--- src/logic/fcq_defs.svh ---
// Constants for the flash command host: bus codes, register map, timing.
// Assumes a 16-bit capable parallel flash on the far side of the pins.
//
// Behaviour
// - One write of FFh anywhere returns the device to array reads.
// - Buffered program: E8h, count n, n+1 data writes, then D0h.
// - Count n is 00h..1Fh in byte mode, 0000h..000Fh in word mode.
// - After E8h the host checks buffer availability before loading.
// - In 8-bit mode the host drives the lowest address lines.
`ifndef FCQ_DEFS_SVH
`define FCQ_DEFS_SVH

`define FCQ_CMD_ARRAY 8'hFF
`define FCQ_CMD_IDENT 8'h90
`define FCQ_CMD_QUERY 8'h98
`define FCQ_CMD_STATUS 8'h70
`define FCQ_CMD_CLRST 8'h50
`define FCQ_CMD_BUFPROG 8'hE8
`define FCQ_CMD_PROG 8'h40
`define FCQ_CMD_CONFIRM 8'hD0
`define FCQ_CMD_ERASE 8'h20
`define FCQ_CMD_SUSPEND 8'hB0
`define FCQ_CMD_LOCK 8'h60
`define FCQ_CMD_LOCKSET 8'h01
`define FCQ_CMD_CONFIG 8'hB8
`define FCQ_CMD_PROT 8'hC0

`define FCQ_CNT_MAX_BYTE 16'h001F
`define FCQ_CNT_MAX_WORD 16'h000F
`define FCQ_QUERY_ID_OFF 16'h0010
`define FCQ_READY_BIT 7

`define FCQ_REG_CMD 8'h00
`define FCQ_REG_ADDR 8'h04
`define FCQ_REG_WDATA 8'h08
`define FCQ_REG_STATUS 8'h0C
`define FCQ_REG_RDATA 8'h10
`define FCQ_REG_CFG 8'h14
`define FCQ_REG_BUF 8'h18

`define FCQ_CFG_BYTE 0
`define FCQ_CFG_VPEN 1
`define FCQ_CFG_PDOWN 2
`define FCQ_STS_BUSY 0
`define FCQ_STS_ERR 1
`define FCQ_STS_RP 2
`define FCQ_STS_MODE 4
`define FCQ_STS_FILL 8

`define FCQ_WE_CYC 3
`define FCQ_RD_CYC 4
`define FCQ_RP_CYC 8
`define FCQ_REC_CYC 8

`endif

--- src/logic/fcq_pkg.sv ---
// Types shared by the flash command host.
// Assumes fcq_defs.svh supplies every numeric constant.
package fcq_pkg;

  typedef enum logic [3:0] {
    FCQ_OP_ARRAY = 4'h0, FCQ_OP_IDENT = 4'h1, FCQ_OP_QUERY = 4'h2,
    FCQ_OP_STATUS = 4'h3, FCQ_OP_CLRST = 4'h4, FCQ_OP_PROG = 4'h5,
    FCQ_OP_ERASE = 4'h6, FCQ_OP_SUSPEND = 4'h7, FCQ_OP_RESUME = 4'h8,
    FCQ_OP_LOCKSET = 4'h9, FCQ_OP_LOCKCLR = 4'hA, FCQ_OP_BUFPROG = 4'hB,
    FCQ_OP_CONFIG = 4'hC, FCQ_OP_PROT = 4'hD
  } fcq_op_type;

  typedef enum logic [3:0] {
    FCQ_K_END = 4'h0, FCQ_K_WCODE = 4'h1, FCQ_K_WPAY = 4'h2,
    FCQ_K_WCNT = 4'h3, FCQ_K_WBUF = 4'h4, FCQ_K_RLO = 4'h5,
    FCQ_K_RHI = 4'h6, FCQ_K_RAVAIL = 4'h7, FCQ_K_RPOLL = 4'h8
  } fcq_kind_type;

  typedef struct packed {
    fcq_kind_type kind;
    logic [7:0] code;
  } fcq_step_type;

  typedef enum logic [2:0] {
    FCQ_ST_RESET = 3'b000, FCQ_ST_IDLE = 3'b001, FCQ_ST_LOAD = 3'b010,
    FCQ_ST_STROBE = 3'b011, FCQ_ST_HOLD = 3'b100, FCQ_ST_GAP = 3'b101
  } fcq_state_type;

  typedef enum logic [1:0] {
    FCQ_MODE_ARRAY = 2'b00, FCQ_MODE_IDENT = 2'b01,
    FCQ_MODE_QUERY = 2'b10, FCQ_MODE_STATUS = 2'b11
  } fcq_mode_type;

endpackage : fcq_pkg

--- src/logic/fcq_host.sv ---
// Host controller that drives a parallel flash through its pins.
// Software orders operations over a classic Wishbone slave port; the
// flash sees ordinary asynchronous write and read cycles.
//
// Design decisions made here: the register offsets and the Wishbone register port.
`include "fcq_defs.svh"

module fcq_host #(
  parameter int AW = 24,
  parameter int DEPTH = 32,
  parameter int WE_CYC = `FCQ_WE_CYC,
  parameter int RD_CYC = `FCQ_RD_CYC,
  parameter int RP_CYC = `FCQ_RP_CYC,
  parameter int REC_CYC = `FCQ_REC_CYC
) (
  input wire logic clk_i,
  input wire logic rst_i,
  input wire logic ce_i,
  input wire logic wb_cyc_i,
  input wire logic wb_stb_i,
  input wire logic wb_we_i,
  input wire logic [7:0] wb_adr_i,
  input wire logic [3:0] wb_sel_i,
  input wire logic [31:0] wb_dat_i,
  output logic [31:0] wb_dat_o,
  output logic wb_ack_o,
  output logic [AW-1:0] flash_addr_o,
  output logic flash_ce_n_o,
  output logic flash_oe_n_o,
  output logic flash_we_n_o,
  output logic flash_rp_n_o,
  output logic flash_byte_n_o,
  output logic flash_vpen_o,
  input wire logic [15:0] flash_dq_i,
  output logic [15:0] flash_dq_o,
  output logic flash_dq_oe_n_o
);

  localparam int BW = $clog2(DEPTH);

  // --------------------------------------------------------------------
  // Functions
  // --------------------------------------------------------------------
  function automatic fcq_pkg::fcq_step_type mk(
      input fcq_pkg::fcq_kind_type kind, input logic [7:0] code);
    mk = '{kind: kind, code: code};
  endfunction : mk

  // One bus cycle per step; unknown ops end at once.
  function automatic fcq_pkg::fcq_step_type plan(
      input fcq_pkg::fcq_op_type op, input logic [2:0] step);
    fcq_pkg::fcq_step_type s;
    s = mk(fcq_pkg::FCQ_K_END, 8'h00);
    case (op)
      fcq_pkg::FCQ_OP_ARRAY:
        if (step == 3'h0) s = mk(fcq_pkg::FCQ_K_WCODE, `FCQ_CMD_ARRAY);
      fcq_pkg::FCQ_OP_CLRST:
        if (step == 3'h0) s = mk(fcq_pkg::FCQ_K_WCODE, `FCQ_CMD_CLRST);
      fcq_pkg::FCQ_OP_SUSPEND:
        if (step == 3'h0) s = mk(fcq_pkg::FCQ_K_WCODE, `FCQ_CMD_SUSPEND);
      fcq_pkg::FCQ_OP_RESUME:
        if (step == 3'h0) s = mk(fcq_pkg::FCQ_K_WCODE, `FCQ_CMD_CONFIRM);
      fcq_pkg::FCQ_OP_IDENT, fcq_pkg::FCQ_OP_STATUS: begin
        if (step == 3'h0) s = mk(fcq_pkg::FCQ_K_WCODE,
            op == fcq_pkg::FCQ_OP_IDENT ? `FCQ_CMD_IDENT : `FCQ_CMD_STATUS);
        else if (step == 3'h1) s = mk(fcq_pkg::FCQ_K_RLO, 8'h00);
      end
      fcq_pkg::FCQ_OP_QUERY: begin
        if (step == 3'h0) s = mk(fcq_pkg::FCQ_K_WCODE, `FCQ_CMD_QUERY);
        else if (step == 3'h1) s = mk(fcq_pkg::FCQ_K_RLO, 8'h00);
        else if (step == 3'h2) s = mk(fcq_pkg::FCQ_K_RHI, 8'h00);
      end
      fcq_pkg::FCQ_OP_PROG, fcq_pkg::FCQ_OP_CONFIG, fcq_pkg::FCQ_OP_PROT: begin
        if (step == 3'h0) s = mk(fcq_pkg::FCQ_K_WCODE,
            op == fcq_pkg::FCQ_OP_PROG ? `FCQ_CMD_PROG :
            op == fcq_pkg::FCQ_OP_CONFIG ? `FCQ_CMD_CONFIG : `FCQ_CMD_PROT);
        else if (step == 3'h1) s = mk(fcq_pkg::FCQ_K_WPAY, 8'h00);
        else if (step == 3'h2 && op != fcq_pkg::FCQ_OP_CONFIG)
          s = mk(fcq_pkg::FCQ_K_RPOLL, 8'h00);
      end
      fcq_pkg::FCQ_OP_ERASE, fcq_pkg::FCQ_OP_LOCKSET,
      fcq_pkg::FCQ_OP_LOCKCLR: begin
        if (step == 3'h0) s = mk(fcq_pkg::FCQ_K_WCODE,
            op == fcq_pkg::FCQ_OP_ERASE ? `FCQ_CMD_ERASE : `FCQ_CMD_LOCK);
        else if (step == 3'h1) s = mk(fcq_pkg::FCQ_K_WCODE,
            op == fcq_pkg::FCQ_OP_LOCKSET ? `FCQ_CMD_LOCKSET :
            `FCQ_CMD_CONFIRM);
        else if (step == 3'h2) s = mk(fcq_pkg::FCQ_K_RPOLL, 8'h00);
      end
      fcq_pkg::FCQ_OP_BUFPROG: begin
        if (step == 3'h0) s = mk(fcq_pkg::FCQ_K_WCODE, `FCQ_CMD_BUFPROG);
        else if (step == 3'h1) s = mk(fcq_pkg::FCQ_K_RAVAIL, 8'h00);
        else if (step == 3'h2) s = mk(fcq_pkg::FCQ_K_WCNT, 8'h00);
        else if (step == 3'h3) s = mk(fcq_pkg::FCQ_K_WBUF, 8'h00);
        else if (step == 3'h4) s = mk(fcq_pkg::FCQ_K_WCODE, `FCQ_CMD_CONFIRM);
        else if (step == 3'h5) s = mk(fcq_pkg::FCQ_K_RPOLL, 8'h00);
      end
      default: s = mk(fcq_pkg::FCQ_K_END, 8'h00);
    endcase
    plan = s;
  endfunction : plan

  function automatic logic alters(input fcq_pkg::fcq_op_type op);
    alters = op inside {fcq_pkg::FCQ_OP_PROG, fcq_pkg::FCQ_OP_ERASE,
                        fcq_pkg::FCQ_OP_LOCKSET, fcq_pkg::FCQ_OP_LOCKCLR,
                        fcq_pkg::FCQ_OP_BUFPROG, fcq_pkg::FCQ_OP_PROT};
  endfunction : alters

  function automatic logic [15:0] merge16(input logic [15:0] old,
      input logic [15:0] val, input logic [1:0] sel);
    merge16 = {sel[1] ? val[15:8] : old[15:8], sel[0] ? val[7:0] : old[7:0]};
  endfunction : merge16

  // --------------------------------------------------------------------
  // State
  // --------------------------------------------------------------------
  fcq_pkg::fcq_state_type st, next_st;
  fcq_pkg::fcq_op_type op, next_op;
  fcq_pkg::fcq_step_type cur, next_cur;
  fcq_pkg::fcq_mode_type mode, next_mode;
  logic [2:0] step, next_step;
  logic [BW-1:0] bi, next_bi;
  logic [BW:0] fill, next_fill;
  logic [7:0] tcnt, next_tcnt;
  logic [2:0] cfg, next_cfg;
  logic [AW-1:0] addr, next_addr;
  logic [15:0] wdata, next_wdata, rdata, next_rdata;
  logic busy, next_busy, err, next_err, ack, next_ack;
  logic [31:0] next_wb_dat;
  logic [AW-1:0] next_fa;
  logic next_ce_n, next_oe_n, next_we_n, next_rp_n, next_vpen, next_dq_oe_n;
  logic [15:0] next_dq;
  logic [15:0] buf_mem [DEPTH];
  logic access, wr, buf_push, cnt_ok;
  logic [15:0] cnt_max;

  assign access = wb_cyc_i & wb_stb_i & ~ack;
  assign wr = access & wb_we_i;
  assign buf_push = wr && wb_adr_i == `FCQ_REG_BUF && wb_sel_i[0] &&
                    st == fcq_pkg::FCQ_ST_IDLE && fill < (BW+1)'(DEPTH);
  assign cnt_max = cfg[`FCQ_CFG_BYTE] ? `FCQ_CNT_MAX_BYTE : `FCQ_CNT_MAX_WORD;
  assign cnt_ok = fill != '0 && 16'(fill) - 16'h0001 <= cnt_max;
  assign wb_ack_o = ack;
  assign flash_byte_n_o = ~cfg[`FCQ_CFG_BYTE];

  // --------------------------------------------------------------------
  // Next-state logic
  // --------------------------------------------------------------------
  always_comb begin
    logic adv;
    logic [AW-1:0] off;
    logic [31:0] sts;
    adv = 1'b0;
    off = addr;
    sts = '0;
    next_st = st; next_op = op; next_cur = cur; next_mode = mode;
    next_step = step; next_bi = bi; next_fill = fill; next_tcnt = tcnt;
    next_cfg = cfg; next_addr = addr; next_wdata = wdata;
    next_rdata = rdata; next_busy = busy; next_err = err;
    next_ack = access;
    next_fa = flash_addr_o; next_ce_n = flash_ce_n_o;
    next_oe_n = flash_oe_n_o; next_we_n = flash_we_n_o;
    next_rp_n = flash_rp_n_o; next_dq = flash_dq_o;
    next_dq_oe_n = flash_dq_oe_n_o;
    next_vpen = cfg[`FCQ_CFG_VPEN] | (busy & alters(op));
    // ------------------------------------------------------------------
    // Register slave
    // ------------------------------------------------------------------
    // Recovery counts as busy: a command written then would be dropped
    sts[`FCQ_STS_BUSY] = busy | (st == fcq_pkg::FCQ_ST_RESET);
    sts[`FCQ_STS_ERR] = err;
    sts[`FCQ_STS_RP] = flash_rp_n_o;
    sts[`FCQ_STS_MODE +: 2] = mode;
    sts[`FCQ_STS_FILL +: BW+1] = fill;
    next_wb_dat = wb_dat_o;
    if (access && !wb_we_i) begin
      if (wb_adr_i == `FCQ_REG_ADDR) next_wb_dat = 32'(addr);
      else if (wb_adr_i == `FCQ_REG_WDATA) next_wb_dat = {16'h0000, wdata};
      else if (wb_adr_i == `FCQ_REG_STATUS) next_wb_dat = sts;
      else if (wb_adr_i == `FCQ_REG_RDATA) next_wb_dat = {16'h0000, rdata};
      else if (wb_adr_i == `FCQ_REG_CFG) next_wb_dat = {29'h0, cfg};
      else next_wb_dat = 32'h0000_0000;
    end
    if (wr && !busy) begin
      if (wb_adr_i == `FCQ_REG_ADDR)
        next_addr = AW'({merge16(16'(addr[AW-1:16]), wb_dat_i[31:16],
                                 wb_sel_i[3:2]),
                         merge16(addr[15:0], wb_dat_i[15:0], wb_sel_i[1:0])});
      else if (wb_adr_i == `FCQ_REG_WDATA)
        next_wdata = merge16(wdata, wb_dat_i[15:0], wb_sel_i[1:0]);
      else if (wb_adr_i == `FCQ_REG_CFG && wb_sel_i[0]) next_cfg = wb_dat_i[2:0];
      else if (wb_adr_i == `FCQ_REG_STATUS && wb_sel_i[0]) next_err = 1'b0;
    end
    if (buf_push) next_fill = fill + (BW+1)'(1);
    // ------------------------------------------------------------------
    // Flash sequencer
    // ------------------------------------------------------------------
    case (st)
      fcq_pkg::FCQ_ST_RESET: begin
        if (tcnt != 8'h00) next_tcnt = tcnt - 8'h01;
        else if (!flash_rp_n_o) begin
          // Power-down holds the pin low until software clears it
          if (!cfg[`FCQ_CFG_PDOWN]) begin
            next_rp_n = 1'b1;
            next_tcnt = 8'(REC_CYC);
          end
        end else begin
          next_mode = fcq_pkg::FCQ_MODE_ARRAY;
          next_st = fcq_pkg::FCQ_ST_IDLE;
        end
      end
      fcq_pkg::FCQ_ST_IDLE: begin
        if (cfg[`FCQ_CFG_PDOWN]) begin
          next_rp_n = 1'b0;
          next_tcnt = 8'(RP_CYC);
          next_st = fcq_pkg::FCQ_ST_RESET;
        end else if (wr && wb_adr_i == `FCQ_REG_CMD && wb_sel_i[0]) begin
          next_op = fcq_pkg::fcq_op_type'(wb_dat_i[3:0]);
          next_step = 3'h0;
          next_bi = '0;
          if (wb_dat_i[3:0] == fcq_pkg::FCQ_OP_BUFPROG && !cnt_ok)
            next_err = 1'b1;
          else begin
            next_busy = 1'b1;
            next_st = fcq_pkg::FCQ_ST_LOAD;
          end
        end
      end
      fcq_pkg::FCQ_ST_LOAD: begin
        next_cur = plan(op, step);
        if (next_cur.kind == fcq_pkg::FCQ_K_END) begin
          next_busy = 1'b0;
          if (op == fcq_pkg::FCQ_OP_BUFPROG) next_fill = '0;
          next_st = fcq_pkg::FCQ_ST_IDLE;
        end else begin
          if (op == fcq_pkg::FCQ_OP_QUERY) begin
            off = addr + AW'(next_cur.kind == fcq_pkg::FCQ_K_RHI);
            if (cfg[`FCQ_CFG_BYTE]) off = off << 1;
          end else if (next_cur.kind == fcq_pkg::FCQ_K_WBUF)
            off = addr + AW'(bi);
          next_fa = off;
          next_ce_n = 1'b0;
          if (next_cur.kind inside {fcq_pkg::FCQ_K_RLO, fcq_pkg::FCQ_K_RHI,
              fcq_pkg::FCQ_K_RAVAIL, fcq_pkg::FCQ_K_RPOLL}) begin
            next_oe_n = 1'b0;
            next_dq_oe_n = 1'b1;
            next_tcnt = 8'(RD_CYC - 1);
          end else begin
            next_we_n = 1'b0;
            next_dq_oe_n = 1'b0;
            next_tcnt = 8'(WE_CYC - 1);
            case (next_cur.kind)
              fcq_pkg::FCQ_K_WPAY: next_dq = wdata;
              fcq_pkg::FCQ_K_WCNT: next_dq = 16'(fill) - 16'h0001;
              fcq_pkg::FCQ_K_WBUF: next_dq = buf_mem[bi];
              default: next_dq = {8'h00, next_cur.code};
            endcase
          end
          next_st = fcq_pkg::FCQ_ST_STROBE;
        end
      end
      fcq_pkg::FCQ_ST_STROBE: begin
        if (tcnt != 8'h00) next_tcnt = tcnt - 8'h01;
        else if (!flash_oe_n_o) begin
          next_oe_n = 1'b1;
          next_ce_n = 1'b1;
          adv = 1'b1;
          next_st = fcq_pkg::FCQ_ST_GAP;
        end else begin
          // Data stays on the bus past the rising strobe
          next_we_n = 1'b1;
          next_st = fcq_pkg::FCQ_ST_HOLD;
        end
      end
      fcq_pkg::FCQ_ST_HOLD: begin
        next_ce_n = 1'b1;
        next_dq_oe_n = 1'b1;
        adv = 1'b1;
        next_st = fcq_pkg::FCQ_ST_GAP;
      end
      fcq_pkg::FCQ_ST_GAP: next_st = fcq_pkg::FCQ_ST_LOAD;
      default: next_st = fcq_pkg::FCQ_ST_IDLE;
    endcase
    if (adv) begin
      next_step = step + 3'h1;
      case (cur.kind)
        fcq_pkg::FCQ_K_WCODE: begin
          case (cur.code)
            `FCQ_CMD_ARRAY: next_mode = fcq_pkg::FCQ_MODE_ARRAY;
            `FCQ_CMD_IDENT: next_mode = fcq_pkg::FCQ_MODE_IDENT;
            `FCQ_CMD_QUERY: next_mode = fcq_pkg::FCQ_MODE_QUERY;
            `FCQ_CMD_CLRST, `FCQ_CMD_SUSPEND: next_mode = mode;
            default: next_mode = fcq_pkg::FCQ_MODE_STATUS;
          endcase
        end
        fcq_pkg::FCQ_K_WBUF:
          if ((BW+1)'(bi) != fill - (BW+1)'(1)) begin
            next_bi = bi + BW'(1);
            next_step = step;
          end
        fcq_pkg::FCQ_K_RLO:
          next_rdata = (op == fcq_pkg::FCQ_OP_QUERY || cfg[`FCQ_CFG_BYTE]) ?
                       {8'h00, flash_dq_i[7:0]} : flash_dq_i;
        fcq_pkg::FCQ_K_RHI: next_rdata[15:8] = flash_dq_i[7:0];
        fcq_pkg::FCQ_K_RAVAIL:
          if (!flash_dq_i[`FCQ_READY_BIT]) next_step = 3'h0;
        fcq_pkg::FCQ_K_RPOLL: begin
          next_rdata = {8'h00, flash_dq_i[7:0]};
          if (!flash_dq_i[`FCQ_READY_BIT]) next_step = step;
        end
        default: next_step = step + 3'h1;
      endcase
    end
  end

  // --------------------------------------------------------------------
  // Registers
  // --------------------------------------------------------------------
  always_ff @(posedge clk_i) begin
    if (rst_i) begin
      st <= fcq_pkg::FCQ_ST_RESET; op <= fcq_pkg::FCQ_OP_ARRAY;
      cur <= '0; mode <= fcq_pkg::FCQ_MODE_ARRAY; step <= '0; bi <= '0;
      fill <= '0; tcnt <= 8'(RP_CYC); cfg <= '0; addr <= '0;
      wdata <= '0; rdata <= '0; busy <= 1'b0; err <= 1'b0; ack <= 1'b0;
      wb_dat_o <= '0; flash_addr_o <= '0; flash_ce_n_o <= 1'b1;
      flash_oe_n_o <= 1'b1; flash_we_n_o <= 1'b1;
      flash_rp_n_o <= 1'b0;
      flash_vpen_o <= 1'b0; flash_dq_o <= '0; flash_dq_oe_n_o <= 1'b1;
    end else if (ce_i) begin
      st <= next_st; op <= next_op; cur <= next_cur; mode <= next_mode;
      step <= next_step; bi <= next_bi; fill <= next_fill;
      tcnt <= next_tcnt; cfg <= next_cfg; addr <= next_addr;
      wdata <= next_wdata; rdata <= next_rdata; busy <= next_busy;
      err <= next_err; ack <= next_ack; wb_dat_o <= next_wb_dat;
      flash_addr_o <= next_fa; flash_ce_n_o <= next_ce_n;
      flash_oe_n_o <= next_oe_n; flash_we_n_o <= next_we_n;
      flash_rp_n_o <= next_rp_n; flash_vpen_o <= next_vpen;
      flash_dq_o <= next_dq; flash_dq_oe_n_o <= next_dq_oe_n;
    end
  end

  // Write buffer; filled only while idle so the sequencer reads stable data
  always_ff @(posedge clk_i) begin
    if (ce_i && buf_push) buf_mem[fill[BW-1:0]] <= wb_dat_i[15:0];
  end

  // --------------------------------------------------------------------
  // Checks
  // --------------------------------------------------------------------
  logic [BW:0] wbuf_done;
  always_ff @(posedge clk_i) begin
    if (rst_i || (ce_i && st == fcq_pkg::FCQ_ST_IDLE)) wbuf_done <= '0;
    else if (ce_i && st == fcq_pkg::FCQ_ST_HOLD &&
             cur.kind == fcq_pkg::FCQ_K_WBUF)
      wbuf_done <= wbuf_done + (BW+1)'(1);
  end
endmodule : fcq_host

--- config.mk ---
export PLATFORM = sky130hd
export DESIGN_NAME = fcq_host
export DESIGN_NICKNAME = d
export VERILOG_FILES = /design/src/logic/fcq_pkg.sv /design/src/logic/fcq_host.sv
export VERILOG_INCLUDE_DIRS = /design/src /design/src/logic
export SDC_FILE = /design/constraint.sdc
export NUM_CORES = 1
export LEC_CHECK = 0
export BUFFER_PORTS_ARGS = -buffer_cell sky130_fd_sc_hd__clkbuf_2
export CAP_MARGIN = 20
export CORE_MARGIN = 4
export CORE_UTILIZATION = 30
export CTS_CLUSTER_DIAMETER = 150
export DETAILED_ROUTE_END_ITERATION = 12
export SETUP_SLACK_MARGIN = 0.1
export SYNTH_ARGS = -nofsm -noshare
export SYNTH_HDL_FRONTEND = slang
export SYNTH_SLANG_ARGS = --single-unit
--- constraint.sdc ---
create_clock -name clk_i -period 3.7 [get_ports clk_i]
set_input_delay 0.555 -clock clk_i [delete_from_list [all_inputs] [get_ports clk_i]]
set_output_delay 0.555 -clock clk_i [all_outputs]
set_load 0.02 [all_outputs]
# Yosys cells after proc, flatten, opt, wreduce, memory -nomap -nowiden
# Memories as Yosys holds them, arrays and structs flattened. A register that Yosys moved wholly into a read port is not among the register bits.
# Index checks and enable logic that the tools add are counted.
# totals
ff_bits	183
ram_bits	512
input_bits	66
output_inout_bits	80
elab_cells	313
memories	1
# mem_list
memory	words	word_bits	read_ports	rd_clocked_by_memory_dff	write_ports	line	rtl
buf_mem	32	16	1	1	1	fcq_host.sv:133	logic [15:0] buf_mem [DEPTH];
# classes
add_sub_neg	8
magnitude_cmp	2
eq_ne	72
mux	124
bitwise	13
reduce_logical	64
# op_table
operator	count
$mux W12	13
$pmux W12 S9	1
$mux W24	4
$mux W8	9
$mux W16	4
$mux W11	5
$eq A4 B3 Y1 const B	12
$pmux W16 S3	1
$mux W5	9
$mux W3	14
$eq A4 B4 Y1 const B	9
$mux W9	4
$mux W1	35
$eq A8 B8 Y1 const B	4
$pmux W8 S4	1
$ne A2 B2 Y1 const B	14
$reduce_and A5 Y1	5
$add A24 B1 Y24	1
$add A24 B5 Y24	1
$eq A8 B5 Y1 const B	3
$mux W6	4
$pmux W8 S3	1
$reduce_and A4 Y1	6
$reduce_and A6 Y1	4
other kinds (48)	119

# Depth between registers and ports, before layout
# logic_depth
word_depth	14
ltp_mapped	19

# Worst setup path before layout
# No wires, ideal clock.
# synth_timing
path_type	register to register
from	reg step[0]
to	reg flash_addr_o[22]
t_arrival_ps	3591
required_ps	3584
setup_slack_ps	-8
path_stages_with_launch	18
path_buffers	1
period_less_slack_ps	3708
path_cell_list	dfxtp_1 inv_1 ha_1 o21ba_2 o21a_1 a311oi_1 buf_2 nand2_1 nor2_1 ha_1 ha_1 nand4_1 nor4_2 nand3_1 xnor2_1 o311ai_0 a211oi_1 a31o_2
# synth_via
elab_chain_cells	13
elab_cells_between_ends	39
classes_between	add/sub: 1; eq/ne: 7; mux: 26; bitwise: 1; reduce/logical: 4
# synth_rtl
element	line	rtl
start, declared	fcq_host.sv:121	logic [2:0] step, next_step;
start signal, assigned	fcq_host.sv:331	step <= next_step; bi <= next_bi; fill <= next_fill;
$eq A3 B3 Y1	fcq_host.sv:96	else if (step == 3'h5) s = mk(fcq_pkg::FCQ_K_RPOLL, 8'h00);
$mux W12	fcq_host.sv:96	
$mux W12	fcq_host.sv:95	else if (step == 3'h4) s = mk(fcq_pkg::FCQ_K_WCODE, `FCQ_CMD_CONFIRM);
$mux W12	fcq_host.sv:94	else if (step == 3'h3) s = mk(fcq_pkg::FCQ_K_WBUF, 8'h00);
$mux W12	fcq_host.sv:93	else if (step == 3'h2) s = mk(fcq_pkg::FCQ_K_WCNT, 8'h00);
$mux W12	fcq_host.sv:92	else if (step == 3'h1) s = mk(fcq_pkg::FCQ_K_RAVAIL, 8'h00);
$mux W12	fcq_host.sv:91	if (step == 3'h0) s = mk(fcq_pkg::FCQ_K_WCODE, `FCQ_CMD_BUFPROG);
$pmux W12 S9 *	fcq_host.sv:54	case (op)
$mux W12 *	fcq_host.sv:198	case (st)
$eq A4 B3 Y1	fcq_host.sv:237	off = addr + AW'(next_cur.kind == fcq_pkg::FCQ_K_RHI);
$add A24 B1 Y24	fcq_host.sv:237	
$mux W24	fcq_host.sv:238	if (cfg[`FCQ_CFG_BYTE]) off = off << 1;
$mux W24	fcq_host.sv:236	if (op == fcq_pkg::FCQ_OP_QUERY) begin
end signal, assigned	fcq_host.sv:335	flash_addr_o <= next_fa; flash_ce_n_o <= next_ce_n;
end, declared	fcq_host.sv:27	output logic [AW-1:0] flash_addr_o,
# Every way passes the cells marked *; elsewhere a longest branch is shown, timed or not. The select of a mux whose other input is x is not followed.
# A chain may end at the register's enable or synchronous reset.

# Worst setup path after layout
# layout_timing
from	reg step[1]
to	reg flash_addr_o[20]
# The elaborated chain is that of the path after synthesis.

==> impl_results.md <==
* Status: complete, no violations
* CTS H-tree lvls at 3
* Max Fclk at approximately 290 MHz
* Initial antenna violation count at 6
* # IOs at approximately 150
* Fin area at approximately 35000 sq um
* Final Core Density at 35.7%
* Cell with the most instances after synthesis: edfxtp_1
* Worst-path clk slew at 0.07 ns
* Max Buffers Root-to-Sink at 3
* Wire per inst at 23.5 um
* LEAKAGE at 11.4 nW
* Initial Util at just over 30%
* Clock skew at 0.0333 ns
* Slowest CP cell: dfxtp_4
* IO Port Bufs at 128
* Number of global-route vias before repair at approximately 19000
* Synth area leaders: edfxtp_1 (51%), dfxtp_1 (12%), mux4_2 (11%), nor2_1 (2.8%), mux2i_1 (2.2%)
* Crit path buffers/inverters at 4
* Worst path required time at 4.27 ns
* Instance count on the critical path at 18
* CTS tree: done
* Measured slew at the worst slew-check pin at between 0.9 and 1 ns
* Die Y at 324 um
* CP delay by family, top: compound AO/OA/AOI/OAI gates
* Sequential share of the synthesized area at 63.2%
* WL met3 at ~6.9 mm
* Sw frac at a little over a fifth
* Hpwl dp at 59.3 mm
* Max transition margin at 34.7%
* Most frequent cells after synthesis: edfxtp_1 (512), nor2_1 (226), dfxtp_1 (179)
* CP dominant cell by count: ha_4
* Sequential power share at ~53%
* Clk root buf: clkbuf_16
* # Max-Cap Violations at 0
* Layout area overhead at 17.5%
* Crit Reg-Reg Endpoint: flash_addr_o[20]$_SDFFE_PP0P_
* Synth async-reset ratio at 0%
* Placed instance area at 32800 sq um
* Psw at 3.30 mW
* Worst setup endpoint: flash_addr_o[20]$_SDFFE_PP0P_
* Initial DRC count at 2050
* Syn Std Cell Area at 30000 sq um
* Via/cell ratio at 5.36
* Vias at ~20000
* Hold/Removal Path Class: input pin to flop
* Cell variety after synth at 85
* Die width at 324 um
* CTS buffer count at 70
* Yosys synthesis warning count at 0
* Largest net degree at the start of global routing at 60
* Hold Violations, Final at 0
* Cell Count, Final, Fillers Out at 3693
* Uppermost layer routed: met4
* Syn Area/Cell at between 10 and 15 sq um
* Worst Setup End Kind: flop
* Total gr overflow at 0
* Pwr/cell area at 443 nW/um^2
* Crit Path Class: flop to flop
* Die Area at 105000 sq um
* Crit path from: step[1]$_SDFFE_PP0P_
* Most used DFF post-synth: edfxtp_1
* Residual DRC at 0
* Clock Latency Late Sink at around 0.64 ns
* Mapped Cells at 2166
* Core box area at 98900 sq um
* Layout cell share with drive strength beyond 1 at 25.1%
* CP startpoint kind: flop
* Synth top area share at 51.2%
* P_int at 12.3 mW
* Final Slew Violations at 0
* DRT Pass-1 Iters at 5
* Clk pwr share at 44.6%
* Hold_ws at 0.169 ns
* RSZ-0062 raised after global routing: true
* First-pass GRT wire length at between 100 and 150 mm
* Register bit total from synthesis at between 600 and 700
* DRT Wirelength at 86.8 mm
* Tmin final at 3.47 ns
* Num rows at 115
* Worst reg2reg path depth at 18
* R2r setup slk at 0.23 ns
* Critical Path AT at between 4 and 5 ns
* Fin crit share at 93.9%
* Met2 wire len at 40.1 mm
* Placed insts at 3557
* M1 wire length at 37.8 mm
* CP peak stage delay at 0.37 ns
* Post-synth top area cell: edfxtp_1
* Antenna Violating Nets Remaining at 0
* Global Route Usage Sum at 16.2%
* Final net count at 2437
* Hold buffers post-CTS at 0
* Setup violation total in the final timing report at 0
* Worst VDD drop at 308 uV
* RR Startpoint: step[1]$_SDFFE_PP0P_
* Critical path cell sequence: inv_2, ha_4, o21ba_2, o21a_1, a311oi_2, nand2_1, nor2_4, buf_6, ha_4, ha_4, nand4_1, buf_4, nor4_4, buf_6, nor3b_4, o211ai_1, a221oi_1, a31o_2
* Number of flops mapped to enable cells by yosys at 512
* GP Congestion at 0.920
* Critical Path Fanout Max at 8
* Pwr Total at 15.6 mW
* Combinational power share at under 10%
* Clock Sinks at ~690
[power by group through the flow]
| stage | Sequential [mW] | Clock [mW] | Combinational (mW) |
|---|---|---|---|
| 5_1_grt | 8.33 | 7.41 | 0.347 |
| 6_report | 8.33 | 6.95 | 0.321 |
| 4_1_cts | 8.33 | 7.10 | 0.320 |
| 2_1_floorplan | 8.50 | 0 | 0.125 |
| 3_3_place_gp | 8.50 | 0 | 0.303 |
| 3_5_place_dp | 8.50 | 0 | 0.319 |
[flip-flops by register name (all words and copies together) (netlist names), 2 cells and up, named ones only]
name,flops
flash_addr_o,24
wb_dat_o,24
addr,24
step,3
cfg,3
op,4
flash_dq_o,16
wdata,16
tcnt,8
bi,5
fill,6
mode,2
st,3
rdata,16
cur,11
buf_mem,512
[how the worst min path moves through the flow]
| stage | endpoint | slack [ns] | depth (start not counted) | start |
|---|---|---|---|---|
| floorplan | err$_SDFFE_PP0P_ | 0.45 | 2 | err$_SDFFE_PP0P_ |
| global placement | flash_addr_o[8]$_SDFFE_PP0P_ | 0.44 | 2 | flash_addr_o[8]$_SDFFE_PP0P_ |
| detailed placement | flash_addr_o[8]$_SDFFE_PP0P_ | 0.45 | 2 | flash_addr_o[8]$_SDFFE_PP0P_ |
| CTS | addr[17]$_SDFFE_PP0P_ | 0.13 | 3 | wb_dat_i[17] |
| global route | addr[17]$_SDFFE_PP0P_ | 0.16 | 3 | wb_dat_i[17] |
| finish | addr[17]$_SDFFE_PP0P_ | 0.17 | 3 | wb_dat_i[17] |
[stage by stage]
stage	setup WS (ns)	setup TNS, ns
2_1_floorplan	0.114	0
3_3_place_gp	-0.0976	-0.229
3_5_place_dp	-0.119	-0.400
4_1_cts	0.115	0
5_1_grt	0.0686	0
6_report	0.226	0
[cell usage in the layout, fill, tap and decap left out, types with 9 or more instances in the layout]
cell,instances
nor2b_1,13
mux2_2,14
inv_1,23
nor3b_1,9
and3_1,11
a31oi_1,23
clkbuf_16,73
a221oi_1,15
clkinv_2,12
nor2_1,192
o211ai_1,19
dfxtp_1,172
nand4_1,12
buf_12,13
nand3b_1,9
o21ai_0,86
ha_1,17
mux2i_1,66
edfxtp_1,512
a21oi_1,102
buf_4,115
mux4_2,149
xnor2_1,21
nand2b_1,17
a211oi_1,34
clkbuf_1,21
clkbuf_2,127
nor2_2,34
nand3_1,39
nand2_1,156
a22oi_1,32
xor2_1,19
nor3_1,45
[final cells by class]
type / instances / area, sq um
Timing Repair Buffer: 257 / 1780
Sequential cell: 691 / 19000
Clock buffer: 96 / 1930
Antenna cell: 3 / 7.51
Tap cell: 1287 / 1610
Fill cell: 9377 / 63600
Inverter: 26 / 100
Multi-Input combinational cell: 1302 / 10600
Clock inverter: 31 / 297
[routing by layer]
metal  GRT usage, %  vias to the layer above
li1               -                     8764
met1           22.9                    10083
met2           25.6                      814
met3           3.25                      132
met4           3.78                        0
met5              0                        -
[worst reg2reg max path, cell delays in order, from the launching register on]
cell      delay (ns)
dfxtp_4         0.37
inv_2           0.07
ha_4            0.18
o21ba_2         0.20
o21a_1          0.17
a311oi_2        0.31
nand2_1         0.14
nor2_4          0.14
buf_6           0.12
ha_4            0.14
ha_4            0.13
nand4_1         0.12
buf_4           0.19
nor4_4          0.20
buf_6           0.19
nor3b_4         0.18
o211ai_1        0.10
a221oi_1        0.34
a31o_2          0.15
[timing repair]
item | 4_1_cts | 5_1_grt
buffers inserted | 4 | 2
pin swaps | 6 | 7
setup endpoints to repair | 13 | 18
gates resized for setup | 18 | 17
[logic make-up after synthesis]
| group | after synthesis | synth area share, % |
|---|---|---|
| AOI/OAI and AO/OA | 399 | 8.70 |
| xor gates and xnor gates | 42 | 1.23 |
| adders and majority gates | 23 | 0.984 |
| buffers and inverters | 180 | 2.52 |
| DFF | 691 | 63.2 |
| muxes | 229 | 13.9 |
| other | 1 | 0.0125 |
| and+or+nand+nor | 601 | 9.48 |
(Power assumes the default switching activity.)
